### src/include/rcfc_pkg.sv
/*
 ROM cache flush control package: register map, field positions, reset values
 and line-array geometry. Assumes a 32-bit Avalon-MM word-addressed by bytes.
*/
package rcfc_pkg;
   // ---------------------------------------------------------------
   // register map
   // ---------------------------------------------------------------
   localparam logic [31:0] RCFC_CTRL_ADDR = 32'hfffc1400;
   localparam logic [31:0] RCFC_STAT_ADDR = 32'hfffc1404;
   localparam int RCFC_FLUSH_POS = 3;
   localparam int RCFC_FIXED_ONE_POS = 0;
   localparam logic [31:0] RCFC_CTRL_RESET = 32'h00000001;
   localparam logic [31:0] RCFC_UNMAPPED_DATA = 32'h00000000;
   // ---------------------------------------------------------------
   // line array and bus handshake states
   // ---------------------------------------------------------------
   localparam int RCFC_LINES = 16;
   localparam int RCFC_IDX_W = 4;
   localparam logic [RCFC_IDX_W-1:0] RCFC_LAST_LINE = 4'hf;
   typedef enum logic [1:0] {RCFC_BUS_IDLE, RCFC_BUS_ANSWER} rcfc_bus_t;
endpackage

### src/rcfc_line_valid.sv
/*
 Valid bits of the ROM cache lines, one flip-flop per line, addressed by index.
 Assumes the cache fill logic outside presents a one-cycle fill strobe.
*/
`timescale 1ns/10ps
`default_nettype none
module rcfc_line_valid
   import rcfc_pkg::*;
(
   input wire logic clk_i,
   input wire logic rst_n_i,
   input wire logic inval_all_i,
   input wire logic fill_i,
   input wire logic [RCFC_IDX_W-1:0] fill_idx_i,
   output logic [RCFC_LINES-1:0] valid_o
);
   typedef struct packed {
      logic [RCFC_LINES-1:0] valid;
   } rcfc_lv_state_t;
   rcfc_lv_state_t st;
   rcfc_lv_state_t next_st;

   always_comb begin
      next_st = st;
      if (fill_i) begin
         next_st.valid[fill_idx_i] = 1'b1;
      end
      // invalidation wins over a fill in the same cycle
      if (inval_all_i) begin
         next_st.valid = '0;
      end
   end

   always_ff @(posedge clk_i or negedge rst_n_i) begin
      if (!rst_n_i) begin
         st <= '0;
      end else begin
         st <= next_st;
      end
   end

   assign valid_o = st.valid;

   a_inval_clears: assert property (@(posedge clk_i) disable iff (!rst_n_i)
      inval_all_i |=> (valid_o == '0))
      else $error("line stayed valid after invalidate");
endmodule
`default_nettype wire

### src/rcfc_top.sv
/*
 ROM cache flush control: control register on Avalon-MM plus line-valid array.
 Assumes 32-bit accesses only and a standby entry level from the power manager.
*/
`timescale 1ns/10ps
`default_nettype none
module rcfc_top
   import rcfc_pkg::*;
(
   input wire logic clk_i,
   input wire logic rst_n_i,
   input wire logic standby_i,
   input wire logic [31:0] avs_address_i,
   input wire logic avs_read_i,
   input wire logic avs_write_i,
   input wire logic [31:0] avs_writedata_i,
   input wire logic [3:0] avs_byteenable_i,
   input wire logic fill_i,
   input wire logic [RCFC_IDX_W-1:0] fill_idx_i,
   output logic [31:0] avs_readdata_o,
   output logic avs_waitrequest_o,
   output logic [RCFC_LINES-1:0] line_valid_o,
   output logic flush_pulse_o
);
   // ---------------------------------------------------------------
   // state
   // ---------------------------------------------------------------
   typedef struct packed {
      rcfc_bus_t bus;
      logic waitreq;
      logic flush_bit;
      logic [31:0] rdata;
      logic [15:0] flush_count;
   } rcfc_state_t;
   rcfc_state_t st;
   rcfc_state_t next_st;
   logic [RCFC_LINES-1:0] valid;

   function automatic logic [31:0] ctrl_read_value();
      logic [31:0] v;
      v = '0;
      v[RCFC_FIXED_ONE_POS] = 1'b1;
      // flush bit intentionally absent from the read value
      return v;
   endfunction

   logic take;
   logic flush_req;
   assign take = (st.bus == RCFC_BUS_IDLE) && (avs_read_i || avs_write_i);
   // only full longword writes act; partial writes are ignored
   assign flush_req = take && avs_write_i && (avs_address_i == RCFC_CTRL_ADDR)
      && (avs_byteenable_i == 4'hf) && avs_writedata_i[RCFC_FLUSH_POS];

   // ---------------------------------------------------------------
   // next state
   // ---------------------------------------------------------------
   always_comb begin
      next_st = st;
      next_st.flush_bit = 1'b0;
      unique case (st.bus)
         RCFC_BUS_IDLE: begin
            if (take) begin
               next_st.bus = RCFC_BUS_ANSWER;
               next_st.waitreq = 1'b0;
               next_st.rdata = RCFC_UNMAPPED_DATA;
               if (avs_read_i && avs_address_i == RCFC_CTRL_ADDR) begin
                  next_st.rdata = ctrl_read_value();
               end else if (avs_read_i && avs_address_i == RCFC_STAT_ADDR) begin
                  next_st.rdata = {st.flush_count, valid};
               end
            end
         end
         RCFC_BUS_ANSWER: begin
            next_st.bus = RCFC_BUS_IDLE;
            next_st.waitreq = 1'b1;
         end
      endcase
      // the bit self-clears after one cycle, so the flush is a single strobe
      if (flush_req) begin
         next_st.flush_bit = 1'b1;
         next_st.flush_count = 16'(st.flush_count + 16'h0001);
      end
      if (standby_i) begin
         next_st.flush_bit = 1'b0;
      end
   end

   always_ff @(posedge clk_i or negedge rst_n_i) begin
      if (!rst_n_i) begin
         st <= '{bus: RCFC_BUS_IDLE, waitreq: 1'b1, flush_bit: 1'b0, rdata: 32'h00000000,
                 flush_count: 16'h0000};
      end else begin
         st <= next_st;
      end
   end

   rcfc_line_valid rcfc_line_valid_i (
      .clk_i(clk_i),
      .rst_n_i(rst_n_i),
      .inval_all_i(st.flush_bit),
      .fill_i(fill_i),
      .fill_idx_i(fill_idx_i),
      .valid_o(valid)
   );

   assign avs_readdata_o = st.rdata;
   // registered so the bus sees no decode glitch on waitrequest
   assign avs_waitrequest_o = st.waitreq;
   assign line_valid_o = valid;
   assign flush_pulse_o = st.flush_bit;

   // ---------------------------------------------------------------
   // checks
   // ---------------------------------------------------------------
   a_flush_reaches_lines: assert property (@(posedge clk_i) disable iff (!rst_n_i)
      flush_req && !standby_i |=> flush_pulse_o ##1 (line_valid_o == '0))
      else $error("flush write did not clear lines");
   a_zero_no_flush: assert property (@(posedge clk_i) disable iff (!rst_n_i)
      (take && avs_write_i && !avs_writedata_i[RCFC_FLUSH_POS]) |=> !flush_pulse_o)
      else $error("zero write flushed");
   a_ctrl_reads_one: assert property (@(posedge clk_i) disable iff (!rst_n_i)
      (take && avs_read_i && avs_address_i == RCFC_CTRL_ADDR)
      |=> (avs_readdata_o == RCFC_CTRL_RESET) && !avs_waitrequest_o)
      else $error("control read value wrong");
   a_self_clear: assert property (@(posedge clk_i) disable iff (!rst_n_i)
      flush_pulse_o && !flush_req |=> !flush_pulse_o)
      else $error("flush bit did not self-clear");
   a_standby_clear: assert property (@(posedge clk_i) disable iff (!rst_n_i)
      standby_i |=> !flush_pulse_o)
      else $error("standby left flush bit set");
   a_partial_ignored: assert property (@(posedge clk_i) disable iff (!rst_n_i)
      (take && avs_write_i && avs_byteenable_i != 4'hf) |=> !flush_pulse_o)
      else $error("partial write acted");
   a_answer_one_cycle: assert property (@(posedge clk_i) disable iff (!rst_n_i)
      take |=> !avs_waitrequest_o ##1 avs_waitrequest_o)
      else $error("answer timing wrong");
   a_reserved_zero: assert property (@(posedge clk_i) disable iff (!rst_n_i)
      (!avs_waitrequest_o && $past(avs_address_i) == RCFC_CTRL_ADDR)
      |-> (avs_readdata_o[31:1] == 31'h00000000))
      else $error("reserved bits not zero");
   c_flush: cover property (@(posedge clk_i) disable iff (!rst_n_i) flush_req);
   c_read: cover property (@(posedge clk_i) disable iff (!rst_n_i)
      take && avs_read_i && avs_address_i == RCFC_STAT_ADDR);
   c_fill_flush: cover property (@(posedge clk_i) disable iff (!rst_n_i)
      fill_i && flush_pulse_o);
endmodule
`default_nettype wire

### config.mk
export PLATFORM = sky130hd
export DESIGN_NAME = rcfc_top
export DESIGN_NICKNAME = d
export VERILOG_FILES = /design/src/include/rcfc_pkg.sv /design/src/rcfc_line_valid.sv /design/src/rcfc_top.sv
export SDC_FILE = /design/constraint.sdc
export NUM_CORES = 1
export LEC_CHECK = 0
export CAP_MARGIN = 0
export CORE_MARGIN = 2
export CORE_UTILIZATION = 35
export DETAILED_ROUTE_END_ITERATION = 6
export DONT_BUFFER_PORTS = 1
export GPL_ROUTABILITY_DRIVEN = 0
export HOLD_SLACK_MARGIN = 0.1
export SETUP_SLACK_MARGIN = 0.15
export SLEW_MARGIN = 20
export SYNTH_ARGS = -nofsm -noshare
export SYNTH_HDL_FRONTEND = slang
export SYNTH_SLANG_ARGS = --single-unit
### constraint.sdc
create_clock -name clk_i -period 1.83 [get_ports clk_i]
set_clock_uncertainty 0.05 [all_clocks]
set_input_delay 0.2745 -clock clk_i [delete_from_list [all_inputs] [get_ports clk_i]]
set_output_delay 0.2745 -clock clk_i [all_outputs]
set_load 0.01 [all_outputs]
==> results.txt, run 1 <==
starting utilization of the core area - 0.354
Fmax - 602 MHz
smallest hold slack - -0.416 ns
Netlist Area Pre-Place - 3050 sq um
Post-Synthesis Net Count - 337
Worst Tran Pin Value - 0.675 ns
sequential share of power - 0.584
DRT iter0 DRCs - 81
top cells by instance count after synthesis - dfrtp_1 (66), buf_4 (35), a22o_1 (31), nor2_1 (20), xor2_1 (15)
largest fanout of any net on the critical path - 4
category of the most critical setup path - flop to flop
worst-case setup margin in the final layout - 0.169 ns
post-synth cell types - 39
non-filler instance count after layout - 356
switching component of the power - 0.710 mW
GRT Resource Usage Total - 0.147
CTS tree - yes
site row count - 34
leakage - 1.77 nW
number of port buffers - 0
setup slack on the worst flop-to-flop path - 0.17 ns
largest cells by area after synthesis - dfrtp_1 (54%), a22o_1 (8.9%), buf_4 (8.6%)
Worst Path Required - 2.04 ns
type of the worst min-delay path - primary input to async pin
count of boundary I/O pins - 128
largest voltage drop on the vdd net - 0.302 mV
internal power contribution - 2.14 mW
outcome - finished with violations
final critical-path required period - 1.66 ns
Detail Route Antenna Nets - 0
setup TNS - 0 ns
library cell with the highest instance count after synthesis - dfrtp_1
met2 track utilization from global routing - 0.249
library cell used as clock root buffer - clkbuf_8
kind of launch point of the worst setup path - flop
clock transition at the register clock pins on the worst setup and hold paths after CTS - 0.07 ns
number of slew-limit violations in the final report - 0
area growth from synthesis to final layout - 13.8%
worst-case setup slack after placement - 0.0272 ns
logic gate share of total power - 0.054
power per unit of standard cell area - 822 nW/um^2
number of endpoints with negative hold slack in the final report - 67
Post-Synthesis Cells - 258
mean post-synth cell area - 11.8 sq um
number of clock sinks - 67
area of the multi-input gates - 1260 sq um
area share of the largest cell type after synthesis - 0.542
fraction of registers with async set or reset after synthesis - 1.00
most used routing layer - met2
share of power burned in the clock network - 0.362
maximum count of clock buffers along a single path - 2
count of fill cells added during filler insertion - 818
number of global-route vias before repair - 2064
end of the worst register-to-register path - st[10]
register bit total from synthesis - 67
Remaining Overflow, GRT - 0
Die Width - 97.3 microns
data arrival at the endpoint of the critical path - 1.87 ns
overall die area - 9460 sq um
average routed wire per standard cell - 18.7 microns
RSZ-0062 raised after global routing - true
count of H-tree levels built during CTS - 3
global-route wire length before repair - 11.0 mm
fraction of layout cells with a size suffix above 1 - 0.210
hpwl dp - 4.47 mm
Worst setup EP type - flop
max_slew headroom - 0.550
Reg area - 1680 sq um
total vias in the final route - 1949
predominant post-synthesis flop cell - dfrtp_1
critical register-to-register path startpoint - st[50]
depth of the most critical reg-to-reg path - 6
Tot Pwr - 2.85 mW
yosys synthesis warning count - 0
die height - 97.3 microns
final wirelength - 6.65 mm
number of buffers inserted during clock tree synthesis - 9
post-layout net count - 323
share of the yosys chip area belonging to registers - 0.551
max-capacitance violation count - 0
grt met3 use - 0.0540
maximum number of pins on one net before global-route repair - 68
net switching fraction of the power - 0.249
number of enable-type register cells in the synthesized netlist - 0
cell accounting for the most synthesized area - dfrtp_1
detailed-route DRC error count - 0
First-pass DRT Iterations - 4
post-DR vias/cell - 5.47
violations in the final reports - hold timing
number of setup violations in the final report - 0
Core Region - 8590 sq um
worst-skew pair later-pin latency - 0.33 ns
final period utilization - 0.908
global routing usage on met1 - 0.172
number of buffers inserted by hold repair at cts - 5
antenna violations before repair - 0
post-placement cell count - 333
diodes inserted - 0
[layout make-up]
type	count	share of cell area
well taps	108	0.0390
inverters	2	0.00217
repair buffers	19	0.0661
flip-flops and latches	67	0.484
clock buffers	12	0.0419
clock inverters	3	0.00433
multi-input cells	145	0.362
[placed cells by master, fill, tap and decap left out, drive strengths merged, types with 2 or more instances in the layout]
cell | synthesis | final
nand3 | 7 | 7
nor3 | 4 | 4
nand4 | 6 | 6
nand2 | 7 | 7
buf | 39 | 14
a31oi | 4 | 4
clkbuf | 5 | 12
a22o | 31 | 31
xor2 | 15 | 15
a21oi | 12 | 12
nor4 | 14 | 14
clkinv | 0 | 3
dfrtp | 66 | 66
nor4b | 3 | 3
nor2b | 2 | 2
nand3b | 2 | 2
inv | 2 | 2
dlygate4sd3 | 0 | 5
and3 | 3 | 3
nor2 | 20 | 20
and4 | 3 | 3
[metrics by stage]
stage	utilization	area, sq um
floorplan	-	3180
detailed placement	0.365	3140
CTS	0.401	3440
finish	0.403	3470
global placement	0.365	3140
global route	0.403	3470
[critical path, stage by stage (launching register included)]
cell and delay, ns:
dfrtp_1 0.41, nor4bb_4 0.32, buf_6 0.18, nand4_4 0.11, buf_8 0.18, nor4_4 0.16, xor2_1 0.17
[sequential cells by signal, summed over array words and instances, names as in the netlist]
register	count
avs_readdata_o	32
avs_waitrequest_o	1
rcfc_line_valid_i.valid_o	16
flush_pulse_o	1
st	17
[power by group through the flow]
stage          Sequential, mW  Combinational, mW  Clock (mW)
2_1_floorplan            1.66             0.0977           0
3_3_place_gp             1.69              0.130           0
3_5_place_dp             1.69              0.133           0
4_1_cts                  1.66              0.155        1.08
5_1_grt                  1.67              0.178        1.14
6_report                 1.66              0.154        1.03
[cell families after synthesis]
| family | Yosys count | synth area share |
|---|---|---|
| flops | 67 | 0.551 |
| compound gates | 50 | 0.124 |
| buf+inv | 46 | 0.106 |
| fa+ha+maj | 1 | 0.00411 |
| simple gates | 78 | 0.168 |
| xor+xnor | 15 | 0.0431 |
| mux | 1 | 0.00370 |
[how the worst max path moves through the flow]
stage                           from      to  slack (ns)
floorplan           avs_address_i[1]   st[1]        0.08
global placement              st[50]  st[10]        0.05
detailed placement            st[50]  st[12]        0.03
CTS                           st[50]  st[12]         0.1
global route                  st[50]  st[14]        0.06
finish                        st[50]  st[10]        0.17
[layer usage]
layer  part of all wire  vias to the layer above
met2               0.49                       87
met1               0.42                      973
li1                   -                      884
met4             0.0066                        0
met5                  0                        -
met3              0.077                        5
[what timing repair did]
| action | in CTS | in global routing |
|---|---|---|
| buffers inserted | 3 | 0 |
| pin swaps | 11 | 17 |
| setup endpoints to repair | 12 | 11 |
| endpoints found under the hold margin | 73 | 67 |
| resized for setup | 9 | 5 |
No activity file was read; power rests on OpenSTA's default activity.
==> inputs of run 2 (changes only) <==
SYNTH_HIERARCHICAL = 1   (was default)
==> run 2 against run 1 <==
  * The run still ends with hold timing left
  * Highest routed layer unchanged
  * Setup slack better by 0.13 ns
  * Sequential power down 9.6%
  * Synthesized area down 1.7%
  * Clock power up 30%
==> results.txt, run 2 <==
library cell used as clock root buffer - clkbuf_8 (unchanged)
number of port buffers - 0 (unchanged)
leading cell types in the layout, fill and taps excluded - dfrtp_1 (65), a22o_1 (31), inv_1 (20) (was dfrtp_1 (66), a22o_1 (31), nor2_1 (20))
Fmax - 651 MHz (was 602 MHz)
category of the most critical setup path - flop to flop (unchanged)
setup slack on the worst flop-to-flop path - 0.29 ns (was 0.17 ns)
maximum count of clock buffers along a single path - 2 (unchanged)
logic gate share of total power - 0.030 (was 0.054)
number of enable-type register cells in the synthesized netlist - 0 (unchanged)
CTS tree - yes (unchanged)
most common cell after layout, fill and taps aside - dfrtp_1 (unchanged)
yosys synthesis warning count - 6 (was 0)
RSZ-0062 raised after global routing - false (was true)
number of endpoints with negative hold slack in the final report - 67 (unchanged)
largest voltage drop on the vdd net - 0.315 mV (was 0.302 mV)
type of the worst min-delay path - primary input to async pin (unchanged)
smallest hold slack - -0.419 ns (was -0.416 ns)
cells traversed along the worst timing path - nor4b_2 -> buf_4 -> and3_2 -> nand4_1 -> xnor2_1 (was nor4bb_4 -> buf_6 -> nand4_4 -> buf_8 -> nor4_4 -> xor2_1)
register bit total from synthesis - 67 (unchanged)
maximum number of pins on one net before global-route repair - 68 (unchanged)
max_slew headroom - 0.650 (was 0.550)
Netlist Area Pre-Place - 2990 sq um (was 3050 sq um)
largest fanout of any net on the critical path - 8 (was 4)
starting utilization of the core area - 0.362 (was 0.354)
Core Region - 8260 sq um (was 8590 sq um)
Worst Tran Pin Value - 0.525 ns (was 0.675 ns)
clock transition at the register clock pins on the worst setup and hold paths after CTS - 0.08 ns (was 0.07 ns)
max-capacitance violation count - 0 (unchanged)
largest stage delay on the critical path - 0.41 ns (about the same)
share of the yosys chip area belonging to registers - 0.561 (was 0.551)
Post-Synthesis Net Count - 332 (was 337)
violations in the final reports - hold timing (unchanged)
Worst setup EP type - flop (unchanged)
area share of the largest cell type after synthesis - 0.552 (was 0.542)
largest cells by area after synthesis - dfrtp_1 (55%), a22o_1 (9.1%), buf_4 (8.5%) (was dfrtp_1 (54%), a22o_1 (8.9%), buf_4 (8.6%))
Detail Route Antenna Nets - 0 (unchanged)
outcome - finished with violations (unchanged)
fraction of layout cells with a size suffix above 1 - 0.126 (was 0.210)
cell accounting for the most synthesized area - dfrtp_1 (unchanged)
internal power contribution - 2.32 mW (was 2.14 mW)
final wirelength - 6.06 mm (was 6.65 mm)
total vias in the final route - 1830 (was 1949)
Die Width - 96.5 microns (was 97.3 microns)
number of clock sinks - 67 (unchanged)
mean post-synth cell area - 11.8 sq um (about the same)
final critical-path required period - 1.54 ns (was 1.66 ns)
count of H-tree levels built during CTS - 3 (unchanged)
max reg flops - 32 (unchanged)
overall die area - 9310 sq um (was 9460 sq um)
post-layout net count - 314 (was 323)
site row count - 33 (was 34)
predominant post-synthesis flop cell - dfrtp_1 (unchanged)
antenna violations before repair - 0 (unchanged)
Post-Synthesis Cells - 253 (was 258)
worst-skew pair later-pin latency - 0.34 ns (was 0.33 ns)
Tot Pwr - 2.92 mW (was 2.85 mW)
Worst Path Required - 1.99 ns (was 2.04 ns)
area growth from synthesis to final layout - 6.65% (was 13.8%)
critical path's slowest cell - dfrtp_1 (unchanged)
fraction of registers with async set or reset after synthesis - 1.00 (unchanged)
post-DR vias/cell - 5.32 (was 5.47)
power per unit of standard cell area - 916 nW/um^2 (was 822 nW/um^2)
leakage - 1.49 nW (was 1.77 nW)
Remaining Overflow, GRT - 0 (unchanged)
count of boundary I/O pins - 128 (unchanged)
end of the worst register-to-register path - st[12] (was st[10])
number of slew-limit violations in the final report - 0 (unchanged)
number of global-route vias before repair - 1895 (was 2064)
diodes inserted - 0 (unchanged)
net switching fraction of the power - 0.207 (was 0.249)
First-pass DRT Iterations - 4 (unchanged)
average routed wire per standard cell - 17.6 microns (was 18.7 microns)
DRT iter0 DRCs - 56 (was 81)
library cell with the highest instance count after synthesis - dfrtp_1 (unchanged)
number of buffers inserted by hold repair at cts - 6 (was 5)
data arrival at the endpoint of the critical path - 1.70 ns (was 1.87 ns)
post-synth cell types - 33 (was 39)
final period utilization - 0.839 (was 0.908)
switching component of the power - 0.605 mW (was 0.710 mW)
share of power burned in the clock network - 0.458 (was 0.362)
critical register-to-register path startpoint - st[50] (unchanged)
depth of the most critical reg-to-reg path - 5 (was 6)
detailed-route DRC error count - 0 (unchanged)
GRT Resource Usage Total - 0.140 (was 0.147)
sequential share of power - 0.512 (was 0.584)
kind of launch point of the worst setup path - flop (unchanged)
die height - 96.5 microns (was 97.3 microns)
final core utilization - 0.387 (was 0.403)
global-route wire length before repair - 9.62 mm (was 11.0 mm)
number of setup violations in the final report - 0 (unchanged)
top cells by instance count after synthesis - dfrtp_1 (66), buf_4 (34), a22o_1 (31), inv_1 (20), xnor2_1 (15) (was dfrtp_1 (66), buf_4 (35), a22o_1 (31), nor2_1 (20), xor2_1 (15))
hpwl dp - 4.23 mm (was 4.47 mm)
number of buffers inserted during clock tree synthesis - 9 (unchanged)
run 2: worst max-delay path: cells and delay by family (launching register included):
| family | cells | cell delay [ns] |
|---|---|---|
| simple gates | 3 | 0.62 |
| flops | 1 | 0.41 |
| buf+inv | 1 | 0.20 |
| xor+xnor | 1 | 0.15 |
run 2: timing repair:
action / 4_1_cts / 5_1_grt
buffers inserted: 0 / 0
hold endpoints to repair: 78 / 67
endpoints found under the setup margin: 0 / 5
resized for setup: 0 / 2
run 2: worst max-delay path by stage:
| stage | start | endpoint | slack (ns) | cells after the start |
|---|---|---|---|---|
| floorplan | avs_address_i[28] | avs_readdata_o[7] | 0.12 | 7 |
| CTS | st[50] | st[12] | 0.24 | 5 |
| detailed placement | avs_address_i[15] | st[1] | -0.004 | 6 |
| global placement | avs_address_i[15] | st[1] | 0.06 | 6 |
| finish | st[50] | st[12] | 0.29 | 5 |
| global route | st[50] | st[12] | 0.16 | 5 |
run 2: per-stage QoR:
step                      instances  cell area (sq um)   TNS, ns  setup WS, ns
final                           344               3190         0         0.295
after CTS                       344               3190         0         0.241
after global routing            344               3190         0         0.156
after detailed placement        323               2910  -0.00369      -0.00369
after global placement          323               2910         0        0.0559
after floorplan                 253               3000         0         0.124
run 2: area by class of cell:
class,count,area (sq um)
clock buffer,10,138
clock inverter,5,77.6
fill,832,5070
inverter,20,75.1
multi-input combinational,124,941
sequential,67,1680
tap,105,131
timing repair buffer,13,150
run 2: power groups by stage:
stage / Clock (mW) / Sequential (mW) / Combinational, mW
CTS: 1.38 / 1.50 / 0.0896
floorplan: 0 / 1.52 / 0.0489
detailed placement: 0 / 1.53 / 0.0761
global route: 1.46 / 1.50 / 0.0977
finish: 1.34 / 1.50 / 0.0868
global placement: 0 / 1.53 / 0.0748
run 2: cell families after synthesis:
group / share of synthesized area
simple gates: 0.124
fa+ha+maj: 0.00418
compound gates: 0.135
mux: 0.00376
buf+inv: 0.129
flops: 0.561
xor+xnor: 0.0439
run 2: routing by layer:
metal	vias to the layer above	share of wire	global-route usage	wire, microns
met2	62	0.44	0.192	2650
met1	906	0.47	0.191	2820
met3	10	0.078	0.0497	475
met4	0	0.019	0.0786	114
met5	-	0	0	0
li1	852	-	-	-
